### src/rtl/ac_link_pkg.sv
package ac_link_pkg;
  // Frame geometry
  localparam int unsigned tag_bits = 16;
  localparam int unsigned slot_bits = 20;
  localparam int unsigned num_slots = 12;
  localparam int unsigned frame_bits = tag_bits + num_slots * slot_bits;
  localparam logic [7:0] last_bit = 8'hff;
  localparam logic [7:0] sync_len = 8'h10;
  // Slot numbers
  localparam logic [3:0] slot_cmd_addr = 4'h1;
  localparam logic [3:0] slot_cmd_data = 4'h2;
  localparam logic [3:0] slot_left = 4'h3;
  localparam logic [3:0] slot_right = 4'h4;
  localparam logic [3:0] slot_modem = 4'h5;
  localparam logic [3:0] slot_center = 4'h6;
  localparam logic [3:0] slot_surr_l = 4'h7;
  localparam logic [3:0] slot_surr_r = 4'h8;
  localparam logic [3:0] slot_lfe = 4'h9;
  localparam logic [3:0] slot_unused = 4'ha;
  localparam logic [3:0] slot_headset = 4'hb;
  localparam logic [3:0] slot_gpio = 4'hc;
  // Tag bit positions
  localparam int unsigned tag_frame_valid = 15;
  localparam int unsigned tag_slot1_valid = 14;
  localparam int unsigned tag_slot3_valid = 12;
  // Slot 1 and slot 12 field positions, primary codec id
  localparam int unsigned cmd_rw_bit = 19;
  localparam int unsigned req_lsb = 2;
  localparam int unsigned req_msb = 11;
  localparam int unsigned gpio_int_bit = 0;
  localparam logic [1:0] primary_codec = 2'h0;

  // Codec register command
  typedef struct packed {
    logic rd;
    logic [6:0] index;
    logic [15:0] wdata;
  } codec_cmd_t;

  // Stereo sample pair, left in upper half
  typedef struct packed {
    logic [15:0] left;
    logic [15:0] right;
  } stereo_t;
endpackage

### src/rtl/link_edge_sync.sv
`timescale 1ns/10ps
// Two-flop synchroniser with rise and fall detection
module link_edge_sync
(
  input wire logic mclk_i,
  input wire logic nrst_i,
  input wire logic async_i,
  output logic level_o,
  output logic rise_o,
  output logic fall_o
);
  logic meta_ff;
  logic sync_ff;
  logic prev_ff;

  // Metastability stage, read only by the next flop
  always_ff @(posedge mclk_i)
  begin
    if (!nrst_i)
    begin
      meta_ff <= 1'b0;
      sync_ff <= 1'b0;
      prev_ff <= 1'b0;
    end
    else
    begin
      meta_ff <= async_i;
      sync_ff <= meta_ff;
      prev_ff <= sync_ff;
    end
  end

  // Edge pulses from stable samples
  assign level_o = sync_ff;
  assign rise_o = sync_ff & ~prev_ff;
  assign fall_o = ~sync_ff & prev_ff;
endmodule

### src/rtl/slot_deserializer.sv
`timescale 1ns/10ps
// Collects one slot of serial input, MSB first
module slot_deserializer
(
  input wire logic mclk_i,
  input wire logic nrst_i,
  input wire logic sample_i,
  input wire logic bit_i,
  input wire logic slot_start_i,
  output logic [19:0] word_o
);
  logic [19:0] shift_ff;

  // Shift in on each sample strobe, restart at slot start
  always_ff @(posedge mclk_i)
  begin
    if (!nrst_i)
      shift_ff <= 20'h00000;
    else if (sample_i)
    begin
      if (slot_start_i)
        shift_ff <= {19'h00000, bit_i};
      else
        shift_ff <= {shift_ff[18:0], bit_i};
    end
  end

  assign word_o = shift_ff;
endmodule

### src/rtl/ac_link_frame_controller.sv
`timescale 1ns/10ps
// Overview of operation
// - Frames hold a 16-bit tag then twelve 20-bit slots, both ways.
// - Controller makes frame sync; the codec supplies the bit clock.
// - Sync rises from a bit-clock rising edge and stays high 16 clocks.
// - Output data changes on bit-clock rising edges; codec samples falling.
// - Input bits launched on rising edges are captured on falling edges.
// - Slots go MSB first; bits without content are sent as zero.
// - Tag bit 15 marks frame valid; otherwise whole frame is zero.
// - Tag bits 14,13 flag slots 1,2; bits 12..3 flag slots 3..12.
// - Tag bits 1:0 hold codec id; nonzero id clears tag bits 14,13.
// - Invalid slots are zero, except slots 1,2 for a secondary codec.
// - Slot 1: read flag bit 19, index bits 18:12, low bits zero.
// - Slot 2: write data in bits 19:4; all zero on a read.
// - Main playback samples go in slots 3 and 4, MSB first.
// - Record channel takes slots 3 and 4 as one 32-bit stereo word.
// - Modem out feeds slot 5; modem in takes incoming slot 5.
// - Mono out goes to slot 6 or 11; mono in from slot 6 or 11.
// - Surround feeds slots 7 and 8; LFE feeds slot 9.
// - Slot 10 never carries data.
// - Slot 12 carries GPIO output values in bits 19:4.
// - Incoming tag bit 15 is codec ready; next twelve flag slot validity.
// - Incoming slot 1 echoes the register index of the last command.
// - Request flags set mean withhold: tag slot invalid, send no sample; slot 12 ignores its flag and stays valid.
// - Flag bit 11 maps to slot 3 down to bit 2 to slot 12.
// - Incoming slot 2 gives read data in bits 19:4.
// - Incoming slot 12 bit 0 with enable raises the GPIO interrupt flag.
// - Request flags are honoured whether or not slot 1 is tagged valid.
module ac_link_frame_controller
(
  input wire logic mclk_i,
  input wire logic nrst_i,
  input wire logic codec_bit_clock_i,
  input wire logic serial_data_in_i,
  output logic frame_sync_out_o,
  output logic serial_data_out_o,
  input wire logic link_enable_i,
  input wire logic [1:0] codec_id_i,
  input wire logic cmd_valid_i,
  input wire ac_link_pkg::codec_cmd_t cmd_i,
  output logic cmd_ready_o,
  input wire logic main_playback_channel_valid_i,
  input wire ac_link_pkg::stereo_t main_playback_channel_i,
  output logic main_playback_channel_ready_o,
  input wire logic modem_line_out_channel_valid_i,
  input wire logic [15:0] modem_line_out_channel_i,
  output logic modem_line_out_channel_ready_o,
  input wire logic headset_select_i,
  input wire logic center_or_headset_out_channel_valid_i,
  input wire logic [15:0] center_or_headset_out_channel_i,
  output logic center_or_headset_out_channel_ready_o,
  input wire logic surround_playback_channel_valid_i,
  input wire ac_link_pkg::stereo_t surround_playback_channel_i,
  output logic surround_playback_channel_ready_o,
  input wire logic lfe_playback_channel_valid_i,
  input wire logic [15:0] lfe_playback_channel_i,
  output logic lfe_playback_channel_ready_o,
  input wire logic [15:0] gpio_out_i,
  input wire logic gpio_int_enable_i,
  input wire logic gpio_int_clear_i,
  output logic gpio_int_flag_o,
  output logic [15:0] gpio_in_o,
  output logic codec_ready_o,
  output logic [11:0] in_slot_valid_o,
  output logic status_valid_o,
  output logic [6:0] status_index_o,
  output logic [15:0] status_data_o,
  output logic [9:0] slot_request_flags_o,
  output logic stereo_record_channel_valid_o,
  output ac_link_pkg::stereo_t stereo_record_channel_o,
  output logic modem_line_in_channel_valid_o,
  output logic [15:0] modem_line_in_channel_o,
  output logic mic_or_headset_in_channel_valid_o,
  output logic [15:0] mic_or_headset_in_channel_o
);
  logic bclk_rise;
  logic bclk_fall;
  logic sdin_sync;
  logic [7:0] pos_ff;
  logic [7:0] cap_pos_ff;
  logic cap_run_ff;
  logic running_ff;
  logic sync_ff;
  logic sdo_ff;
  logic [255:0] frame_ff;
  logic [255:0] nxt_frame;
  logic [9:0] req_ff;
  logic [19:0] in_word;
  logic [19:0] shift_word;
  logic [3:0] cap_slot;
  logic cap_start;
  logic cap_end;
  logic [11:0] in_valid_ff;
  logic [11:0] out_valid;
  logic [19:0] slot_word [1:12];
  logic load;

  // Bit clock edges found by the system clock
  link_edge_sync u_bclk
  (
    .mclk_i(mclk_i),
    .nrst_i(nrst_i),
    .async_i(codec_bit_clock_i),
    .level_o(),
    .rise_o(bclk_rise),
    .fall_o(bclk_fall)
  );

  // Serial input through two flops
  link_edge_sync u_sdin
  (
    .mclk_i(mclk_i),
    .nrst_i(nrst_i),
    .async_i(serial_data_in_i),
    .level_o(sdin_sync),
    .rise_o(),
    .fall_o()
  );

  // Frame position counter shared by both directions
  always_ff @(posedge mclk_i)
  begin
    if (!nrst_i)
    begin
      pos_ff <= ac_link_pkg::last_bit;
      running_ff <= 1'b0;
    end
    else if (bclk_rise)
    begin
      if (pos_ff == ac_link_pkg::last_bit)
        running_ff <= link_enable_i;
      if (pos_ff != ac_link_pkg::last_bit || link_enable_i)
        pos_ff <= pos_ff + 8'h01;
    end
  end

  assign load = bclk_rise && pos_ff == ac_link_pkg::last_bit && link_enable_i;

  // Sync and data launched on bit clock rising edges
  always_ff @(posedge mclk_i)
  begin
    if (!nrst_i)
    begin
      sync_ff <= 1'b0;
      sdo_ff <= 1'b0;
      frame_ff <= '0;
    end
    else if (bclk_rise)
    begin
      if (load)
      begin
        sync_ff <= 1'b1;
        sdo_ff <= nxt_frame[255];
        frame_ff <= {nxt_frame[254:0], 1'b0};
      end
      else
      begin
        if (pos_ff + 8'h01 == ac_link_pkg::sync_len)
          sync_ff <= 1'b0;
        sdo_ff <= frame_ff[255];
        frame_ff <= {frame_ff[254:0], 1'b0};
      end
    end
  end

  assign frame_sync_out_o = sync_ff;
  assign serial_data_out_o = sdo_ff;

  // Slot validity, honouring codec requests whatever slot 1 says
  always_comb
  begin
    out_valid = '0;
    out_valid[0] = cmd_valid_i;
    out_valid[1] = cmd_valid_i && !cmd_i.rd;
    out_valid[2] = main_playback_channel_valid_i && !req_ff[9];
    out_valid[3] = main_playback_channel_valid_i && !req_ff[8];
    out_valid[4] = modem_line_out_channel_valid_i && !req_ff[7];
    out_valid[5] = center_or_headset_out_channel_valid_i && !headset_select_i
      && !req_ff[6];
    out_valid[6] = surround_playback_channel_valid_i && !req_ff[5];
    out_valid[7] = surround_playback_channel_valid_i && !req_ff[4];
    out_valid[8] = lfe_playback_channel_valid_i && !req_ff[3];
    out_valid[9] = 1'b0;
    out_valid[10] = center_or_headset_out_channel_valid_i && headset_select_i
      && !req_ff[1];
    out_valid[11] = 1'b1;
  end

  // Slot contents, zero when invalid
  always_comb
  begin
    for (int s = 1; s <= 12; s++)
      slot_word[s] = 20'h00000;
    if (cmd_valid_i)
    begin
      slot_word[1] = {cmd_i.rd, cmd_i.index, 12'h000};
      if (!cmd_i.rd)
        slot_word[2] = {cmd_i.wdata, 4'h0};
    end
    if (out_valid[2])
      slot_word[3] = {main_playback_channel_i.left, 4'h0};
    if (out_valid[3])
      slot_word[4] = {main_playback_channel_i.right, 4'h0};
    if (out_valid[4])
      slot_word[5] = {modem_line_out_channel_i, 4'h0};
    if (out_valid[5])
      slot_word[6] = {center_or_headset_out_channel_i, 4'h0};
    if (out_valid[6])
      slot_word[7] = {surround_playback_channel_i.left, 4'h0};
    if (out_valid[7])
      slot_word[8] = {surround_playback_channel_i.right, 4'h0};
    if (out_valid[8])
      slot_word[9] = {lfe_playback_channel_i, 4'h0};
    if (out_valid[10])
      slot_word[11] = {center_or_headset_out_channel_i, 4'h0};
    slot_word[12] = {gpio_out_i, 4'h0};
  end

  // Frame assembly: tag then twelve slots
  always_comb
  begin
    nxt_frame = '0;
    nxt_frame[255] = 1'b1;
    nxt_frame[254] = out_valid[0] && codec_id_i == ac_link_pkg::primary_codec;
    nxt_frame[253] = out_valid[1] && codec_id_i == ac_link_pkg::primary_codec;
    nxt_frame[252:243] = {out_valid[2], out_valid[3], out_valid[4], out_valid[5],
      out_valid[6], out_valid[7], out_valid[8], out_valid[9], out_valid[10],
      out_valid[11]};
    nxt_frame[241:240] = codec_id_i;
    for (int s = 1; s <= 12; s++)
      nxt_frame[239 - (s - 1) * 20 -: 20] = slot_word[s];
  end

  // Consumers see ready on the edge that loads their sample
  assign cmd_ready_o = load;
  assign main_playback_channel_ready_o = load && out_valid[2] && out_valid[3];
  assign modem_line_out_channel_ready_o = load && out_valid[4];
  assign center_or_headset_out_channel_ready_o = load && (out_valid[5] || out_valid[10]);
  assign surround_playback_channel_ready_o = load && out_valid[6] && out_valid[7];
  assign lfe_playback_channel_ready_o = load && out_valid[8];

  // Codec answers one bit late: a rise launches the bit of the position it leaves
  always_ff @(posedge mclk_i)
  begin
    if (!nrst_i)
    begin
      cap_pos_ff <= ac_link_pkg::last_bit;
      cap_run_ff <= 1'b0;
    end
    else if (bclk_rise)
    begin
      cap_pos_ff <= pos_ff;
      cap_run_ff <= running_ff;
    end
  end

  assign cap_slot = (cap_pos_ff < ac_link_pkg::sync_len) ? 4'h0
    : 4'((cap_pos_ff - ac_link_pkg::sync_len) / 8'(ac_link_pkg::slot_bits) + 8'h01);
  assign cap_start = cap_pos_ff == 8'h00 || (cap_pos_ff >= ac_link_pkg::sync_len
    && (cap_pos_ff - ac_link_pkg::sync_len) % 8'(ac_link_pkg::slot_bits) == 8'h00);
  assign cap_end = cap_pos_ff == ac_link_pkg::sync_len - 8'h01
    || (cap_pos_ff >= ac_link_pkg::sync_len
    && (cap_pos_ff - ac_link_pkg::sync_len) % 8'(ac_link_pkg::slot_bits)
    == 8'(ac_link_pkg::slot_bits) - 8'h01);

  slot_deserializer u_deser
  (
    .mclk_i(mclk_i),
    .nrst_i(nrst_i),
    .sample_i(bclk_fall && cap_run_ff),
    .bit_i(sdin_sync),
    .slot_start_i(cap_start),
    .word_o(shift_word)
  );

  // Whole slot including the bit taken at this very edge
  assign in_word = {shift_word[18:0], sdin_sync};

  // Slot completion on the falling edge that takes its last bit
  always_ff @(posedge mclk_i)
  begin
    if (!nrst_i)
    begin
      in_valid_ff <= '0;
      req_ff <= '0;
      codec_ready_o <= 1'b0;
      status_valid_o <= 1'b0;
      status_index_o <= 7'h00;
      status_data_o <= 16'h0000;
      stereo_record_channel_valid_o <= 1'b0;
      stereo_record_channel_o <= '0;
      modem_line_in_channel_valid_o <= 1'b0;
      modem_line_in_channel_o <= 16'h0000;
      mic_or_headset_in_channel_valid_o <= 1'b0;
      mic_or_headset_in_channel_o <= 16'h0000;
      gpio_in_o <= 16'h0000;
    end
    else
    begin
      status_valid_o <= 1'b0;
      stereo_record_channel_valid_o <= 1'b0;
      modem_line_in_channel_valid_o <= 1'b0;
      mic_or_headset_in_channel_valid_o <= 1'b0;
      if (bclk_fall && cap_run_ff && cap_end)
      begin
        case (cap_slot)
          4'h0:
          begin
            codec_ready_o <= in_word[ac_link_pkg::tag_frame_valid];
            in_valid_ff <= in_word[14:3];
          end
          ac_link_pkg::slot_cmd_addr:
          begin
            req_ff <= in_word[ac_link_pkg::req_msb:ac_link_pkg::req_lsb];
            if (in_valid_ff[11])
              status_index_o <= in_word[18:12];
          end
          ac_link_pkg::slot_cmd_data:
          begin
            if (in_valid_ff[10])
            begin
              status_data_o <= in_word[19:4];
              status_valid_o <= 1'b1;
            end
          end
          ac_link_pkg::slot_left:
            if (in_valid_ff[9])
              stereo_record_channel_o.left <= in_word[19:4];
          ac_link_pkg::slot_right:
          begin
            if (in_valid_ff[8])
            begin
              stereo_record_channel_o.right <= in_word[19:4];
              stereo_record_channel_valid_o <= in_valid_ff[9];
            end
          end
          ac_link_pkg::slot_modem:
          begin
            modem_line_in_channel_o <= in_word[19:4];
            modem_line_in_channel_valid_o <= in_valid_ff[7];
          end
          ac_link_pkg::slot_center, ac_link_pkg::slot_headset:
          begin
            if ((cap_slot == ac_link_pkg::slot_headset) == headset_select_i)
            begin
              mic_or_headset_in_channel_o <= in_word[19:4];
              mic_or_headset_in_channel_valid_o <= in_valid_ff[12 - cap_slot];
            end
          end
          ac_link_pkg::slot_gpio:
            gpio_in_o <= in_word[19:4];
          default:
            ;
        endcase
      end
    end
  end

  // Sticky GPIO event flag; a new event wins over a clear
  always_ff @(posedge mclk_i)
  begin
    if (!nrst_i)
      gpio_int_flag_o <= 1'b0;
    else if (bclk_fall && cap_run_ff && cap_end && cap_slot == ac_link_pkg::slot_gpio
      && in_word[ac_link_pkg::gpio_int_bit] && gpio_int_enable_i)
      gpio_int_flag_o <= 1'b1;
    else if (gpio_int_clear_i)
      gpio_int_flag_o <= 1'b0;
  end

  assign in_slot_valid_o = in_valid_ff;
  assign slot_request_flags_o = req_ff;
endmodule

### config.mk
export PLATFORM = sky130hd
export DESIGN_NAME = ac_link_frame_controller
export DESIGN_NICKNAME = d
export VERILOG_FILES = /design/src/rtl/ac_link_pkg.sv /design/src/rtl/link_edge_sync.sv /design/src/rtl/slot_deserializer.sv /design/src/rtl/ac_link_frame_controller.sv
export SDC_FILE = /design/constraint.sdc
export NUM_CORES = 1
export LEC_CHECK = 0
export BUFFER_PORTS_ARGS = -buffer_cell sky130_fd_sc_hd__buf_2
export CAP_MARGIN = 20
export CORE_ASPECT_RATIO = 1.25
export CORE_MARGIN = 10
export CORE_UTILIZATION = 50
export DETAILED_ROUTE_END_ITERATION = 10
export GPL_ROUTABILITY_DRIVEN = 1
export PLACE_DENSITY = 0.69
export SETUP_SLACK_MARGIN = 0.5
export SYNTH_ARGS = -nofsm -noshare
export SYNTH_HDL_FRONTEND = slang
export SYNTH_SLANG_ARGS = --single-unit
export TNS_END_PERCENT = 5
### constraint.sdc
create_clock -name mclk_i -period 14.2 [get_ports mclk_i]
set_input_delay 0.71 -clock mclk_i [delete_from_list [all_inputs] [get_ports mclk_i]]
set_output_delay 0.71 -clock mclk_i [all_outputs]
set_load 0.03 [all_outputs]
# Yosys cells after proc, flatten, opt, wreduce, memory -nomap -nowiden
# Index checks and enable logic that the tools add are counted.
# W data, S select, Z words.
[word_totals] reg_bits=431 latchBits=0 n_memories=0 romBits=0 mem_bits_rw=0
[classes] n_reduce_logical=66 addsub=4 n_mul=0 eq_ne=14 bitwise_logic=4 shift=0 n_div=2 order_cmp=3 mux=21
[op_table] cell="$mux W256" count=1
[op_table] cell="$mux W20" count=9
[op_table] cell="$mux W40" count=1
[op_table] cell="$lt A32 B5 Y1 const B" count=1
[op_table] cell="$logic_and A1 B1 Y1" count=29
[op_table] cell="$reduce_and A3 Y1" count=7
[op_table] cell="$mux W19" count=1
[op_table] cell="$eq A8 B5 Y1 const B" count=2
[op_table] cell="$logic_not A8 Y1" count=2
[op_table] cell="$reduce_and A2 Y1" count=7
[op_table] cell="$eq A4 B3 Y1 const B" count=3
[op_table] cell="$logic_not A1 Y1" count=10
[op_table] cell="$add A8 B1 Y8 const B" count=1
[op_table] cell="$div A8 B5 Y8 const B" count=1
[op_table] cell="$eq A4 B2 Y1 const B" count=2
[op_table] cell="$eq A4 B4 Y1 const B" count=2
[op_table] cell="$eq A8 B4 Y1 const B" count=1
[op_table] cell="$eq A8 B8 Y1 const B" count=1
[op_table] cell="$ge A8 B5 Y1 const B" count=1
[op_table] cell="$lt A8 B5 Y1 const B" count=1
[op_table] cell="$mod A8 B5 Y8 const B" count=1
[op_table] cell="$ne A8 B8 Y1 const B" count=1
[op_table] cell="$reduce_and A4 Y1" count=2
[op_table] cell="$sub A8 B5 Y8 const B" count=1
[op_table] cell="14 further kinds" count=26

# Depth between registers and ports, before layout
[depth] ltp_word=10 depth_mapped=25

# Cells and area by module
# From an unflattened synthesis, not the netlist that was laid out.
[unflattened] cells_unflattened=2037 area_unflattened_um2=17843.4
[modules_own_cells] module="ac_link_frame_controller" cells_each=1952 area_each_um2=16833.6 instances=1
[modules_own_cells] module="slot_deserializer" cells_each=69 area_each_um2=827.0 instances=1
[modules_own_cells] module="link_edge_sync" cells_each=8 area_each_um2=91.3 instances=2

# Worst setup path before layout
# Ideal clock, no wire load.
[synth_timing] kind="register to register" start="register cap_pos_ff[4]" end="register modem_line_in_channel_o[10]" path_stages_with_launch=24 n_path_buf=5 arrival_time_ps=5030 slack_ps=9042 cell_sequence="dfxtp_1 buf_6 clkinv_1 ha_1 buf_2 xor2_2 inv_1 ha_1 nor3b_1 o31ai_2 a211oi_2 buf_6 a21oi_1 o41ai_4 buf_4 inv_1 ha_1 xnor2_2 or3b_1 nor4b_2 o211ai_2 buf_6 mux2i_1 nor2_1"
[synth_via] elab_chain_len=7 word_cells_on_any_way=14 classes_between="2 x add/sub; 2 x div; 2 x order compare; 3 x eq/ne; 1 x mux; 4 x reduce/logical"
[synth_rtl] element="start: declaration" line_no="ac_link_frame_controller.sv:80" source="logic [7:0] cap_pos_ff;"
[synth_rtl] element="start signal: assignment" line_no="ac_link_frame_controller.sv:247" source="cap_pos_ff <= ac_link_pkg::last_bit;"
[synth_rtl] element="start signal: assignment" line_no="ac_link_frame_controller.sv:252" source="cap_pos_ff <= pos_ff;"
[synth_rtl] element="parallel branches: the longest is 6 deep, another holds $sub A8 B5 Y8"
[synth_rtl] element="$reduce_and A2 Y1 (no line) (*)"
[synth_rtl] element="end signal: assignment" line_no="ac_link_frame_controller.sv:339" source="modem_line_in_channel_o <= in_word[19:4];"
[synth_rtl] element="end: declaration" line_no="ac_link_frame_controller.sv:72" source="output logic [15:0] modem_line_in_channel_o,"
# Mark *: on every way between the ends.
# A chain may end at the register's enable or synchronous reset.

# Worst setup path in the final report
[layout_timing] start="register cap_pos_ff[4]" end="register stereo_record_channel_o[19] (netlist name)"
[layout_via] elab_chain_len=7 word_cells_on_any_way=14 classes_between="2 x add/sub; 2 x div; 2 x order compare; 3 x eq/ne; 1 x mux; 4 x reduce/logical"
[layout_rtl] element="parallel branches: the longest is 6 deep, another holds $sub A8 B5 Y8"
[layout_rtl] element="$reduce_and A3 Y1 (no line) (*)"
[layout_rtl] element="end: declaration" line_no="ac_link_frame_controller.sv:70" source="output ac_link_pkg::stereo_t stereo_record_channel_o,"
# Marked as above.

==> flow_summary.json <==
{
  "synth_edf_count": 0,
  "post_dp_cell_area_sq_mm": 0.0197,
  "drive_gt1_frac": 0.191,
  "synth_area_leaders": "dfxtp_1 (47%), a221oi_1 (7.0%), nand2_1 (5.2%)",
  "reg2regPathDepth": 20,
  "postLayoutCellArea_sq_mm": 0.0212,
  "rsz0062_at_grt": "false",
  "avgSynthCellArea_sq_um": 8.52,
  "async_reset_ff_frac": 0,
  "rrSetupSlack_ns": 7.09,
  "first_pass_iters": 5,
  "slew_viol_final": 0,
  "core-area_sq_mm": 0.0356,
  "timing.final.crit_share": 0.501,
  "power.net_switching_w": 0.000663,
  "routedWlPerCell_um": 19.0,
  "grt_first_pass_wirelength_um": 83300,
  "yosysWarnings": 0,
  "timing.final.hold_violations": 0,
  "htree_levels": 2,
  "min_to": "u_sdin.meta_ff$_SDFF_PN0_",
  "cts_setup_buffers": 0,
  "yosysTopAreaCellShare": 0.470,
  "drtAntennaViolNets": 0,
  "netlist_top_cells_count": "dfxtp_1 (426), nand2_1 (250), nor2_1 (248)",
  "pwr_density_cell_mw_per_mm2": 126,
  "clockRootBuffer": "clkbuf_16",
  "gp_congestion": 0.880,
  "syn_nets": 2303,
  "synth-seq-area-share": 0.470,
  "vdd_drop_max_mv": 0.0988,
  "status": "finished clean",
  "relSlewSlack": 0.261,
  "path_class": "reg -> reg",
  "vias_per_cell": 5.97,
  "grt_pass1_vias": 15900,
  "area_growth_pct": 16.7,
  "postCtsHoldBufs": 0,
  "p_int_w": 0.00201,
  "clock_latency_ns": 0.55,
  "multi_input_area_sq_mm": 0.00877,
  "die_w_um": 190,
  "clkPwrFrac": 0.431,
  "worst_pin_slew_ns": 1.11,
  "portBuffers": 306,
  "ios": 307,
  "place_inst": 2726,
  "synth_seq_cells": 426,
  "wirelength_um": 53400,
  "layout.nets": 2475,
  "overflow": 0,
  "regArea_sq_mm": 0.00853,
  "antenna_found_initial": 5,
  "dp.final_hpwl_um": 34700,
  "clk_pin_slew_worst_paths_ns": 0.06,
  "grt_max_degree": 215,
  "track_usage": 0.225,
  "synth.largest_area_cell": "dfxtp_1",
  "skew_ns": 0.0251,
  "synthFlopType": "dfxtp_1",
  "hold_depth": 2,
  "clock-sinks": 426,
  "ctsLongestPathBuffers": 3,
  "worstPathArrival_ns": 7.58,
  "startpoint_type": "flip-flop",
  "drtIter0Drc": 1306,
  "swShare": 0.248,
  "cts_tree": "done",
  "comb_power_share": 0.103,
  "route.detailed.drc": 0,
  "crit_required_ns": 14.67,
  "stdcell_count": 2806,
  "numCtsBuffers": 42,
  "start_util": 0.509,
  "rows": 77,
  "num_vias": 16700,
  "drv_cap": 0,
  "finalSetupViolations": 0,
  "worstReg2RegStart": "cap_pos_ff[4]$_SDFFE_PN1P_",
  "fin_setup_tns_ns": 0,
  "p_leak_nw": 8.30,
  "die-area_sq_mm": 0.0443,
  "fmax_ghz": 0.141,
  "postSynthCellCount": 2129,
  "hold_class": "in -> reg",
  "yosys.cell_count.top_type": "dfxtp_1",
  "yosys.cell_types.count": 86,
  "pwr-share-seq": 0.466,
  "r2r-end": "stereo_record_channel_o[19]$_SDFFE_PN0P_",
  "cp_max_fo": 24,
  "fp.dieH_um": 233,
  "fillers": 3220,
  "syn_area_sq_mm": 0.0181,
  "worst_setup_path_end_kind": "flip-flop",
  "holdCritStartpoint": "serial_data_in_i",
  "period_needed_ns": 7.11,
  "cts_resized": 0
}
## per-stage QoR
stage	worst slack [ns]	utilization	total power [W]	hold slack, ns
after floorplan	9.04	-	0.00146	0.412
after global placement	7.37	0.552	0.00153	0.420
after detailed placement	7.24	0.552	0.00154	0.424
after CTS	7.21	0.592	0.00269	0.386
after global routing	6.50	0.594	0.00277	0.403
final	7.09	0.594	0.00267	0.408
## kinds of logic (layout without fill, tap and decap cells)
| logic type | count (synthesis) | count (layout) | synth area share |
|---|---|---|---|
| adders and majority gates | 6 | 6 | 0.00414 |
| buffers and inverters | 218 | 420 | 0.0494 |
| other | 0 | 1 | 0 |
| DFF | 426 | 426 | 0.470 |
| and+or+nand+nor | 877 | 877 | 0.220 |
| AOI/OAI and AO/OA | 505 | 505 | 0.203 |
| muxes | 85 | 85 | 0.0470 |
| xor gates and xnor gates | 12 | 12 | 0.00662 |
## state kept, by name (all words and copies together), names as in the netlist, 10 cells and up
name	flops
frame_ff	251
gpio_in_o	16
status_data_o	16
modem_line_in_channel_o	16
mic_or_headset_in_channel_o	16
slot_request_flags_o	10
stereo_record_channel_o	32
in_slot_valid_o	12
u_deser.word_o	19
## layout by cell type, fill, tap and decap left out, drive strengths merged, types with 9 or more instances in the layout
master / instances
nor2: 249
a21boi: 23
nand2: 251
buf: 334
and3: 23
a211o: 11
clkbuf: 60
and2: 10
a21oi: 135
o211ai: 19
nor2b: 15
nor3: 156
inv: 13
a211oi: 12
nand3: 125
o311ai: 12
nor4: 9
o21ai: 73
a311oi: 28
mux2i: 84
a221oi: 144
dfxtp: 426
o22a: 9
## worst max-delay path, cell delays in order (launching register included)
cell and delay, ns:
dfxtp_1 0.94, clkinv_1 0.50, ha_1 0.46, xor2_2 0.26, inv_1 0.07, ha_1 0.28, nor3b_1 0.24, o31ai_2 0.13
a211oi_2 0.83, nand3_1 0.20, nor2_1 0.23, o41ai_4 0.10, buf_4 0.24, inv_1 0.07, ha_1 0.19, xnor2_2 0.12
a21oi_1 0.31, nand3_1 0.53, a211oi_2 1.00, nand2_1 0.16, a21oi_1 0.17
## layout make-up
| type | count | area share |
|---|---|---|
| Multi-Input combinational cell | 1485 | 0.415 |
| Sequential cell | 426 | 0.403 |
| Timing Repair Buffer | 334 | 0.0843 |
| Clock buffer | 60 | 0.0576 |
| Tap cell | 474 | 0.0280 |
| Clock inverter | 14 | 0.0101 |
| Inverter | 12 | 0.00248 |
| Antenna cell | 1 | 0.000118 |
## metal layers
| layer | up-vias | track usage | part of all wire |
|---|---|---|---|
| met5 | - | 0 | 0.00064 |
| met3 | 130 | 0.0489 | 0.069 |
| met4 | 8 | 0.0904 | 0.037 |
| met2 | 546 | 0.376 | 0.49 |
| li1 | 8035 | - | - |
| met1 | 8024 | 0.274 | 0.40 |
## how the worst max path moves through the flow
stage / from / to / cells after the start
final: cap_pos_ff[4]$_SDFFE_PN1P_ / stereo_record_channel_o[19]$_SDFFE_PN0P_ / 20
after global routing: cap_pos_ff[4]$_SDFFE_PN1P_ / stereo_record_channel_o[19]$_SDFFE_PN0P_ / 20
after CTS: cap_pos_ff[4]$_SDFFE_PN1P_ / stereo_record_channel_o[19]$_SDFFE_PN0P_ / 18
after detailed placement: cap_pos_ff[4]$_SDFFE_PN1P_ / stereo_record_channel_o[26]$_SDFFE_PN0P_ / 20
after global placement: cap_pos_ff[4]$_SDFFE_PN1P_ / stereo_record_channel_o[22]$_SDFFE_PN0P_ / 18
after floorplan: cap_pos_ff[4]$_SDFFE_PN1P_ / modem_line_in_channel_o[10]$_SDFFE_PN0P_ / 23
## power groups by stage
stage,sequential [W],combinational (W),clock [W]
2_1_floorplan,0.00126,0.000200,0
6_report,0.00124,0.000275,0.00115
3_5_place_dp,0.00127,0.000270,0
4_1_cts,0.00124,0.000271,0.00117
5_1_grt,0.00125,0.000301,0.00122
3_3_place_gp,0.00127,0.000265,0
(Power assumes the default switching activity.)
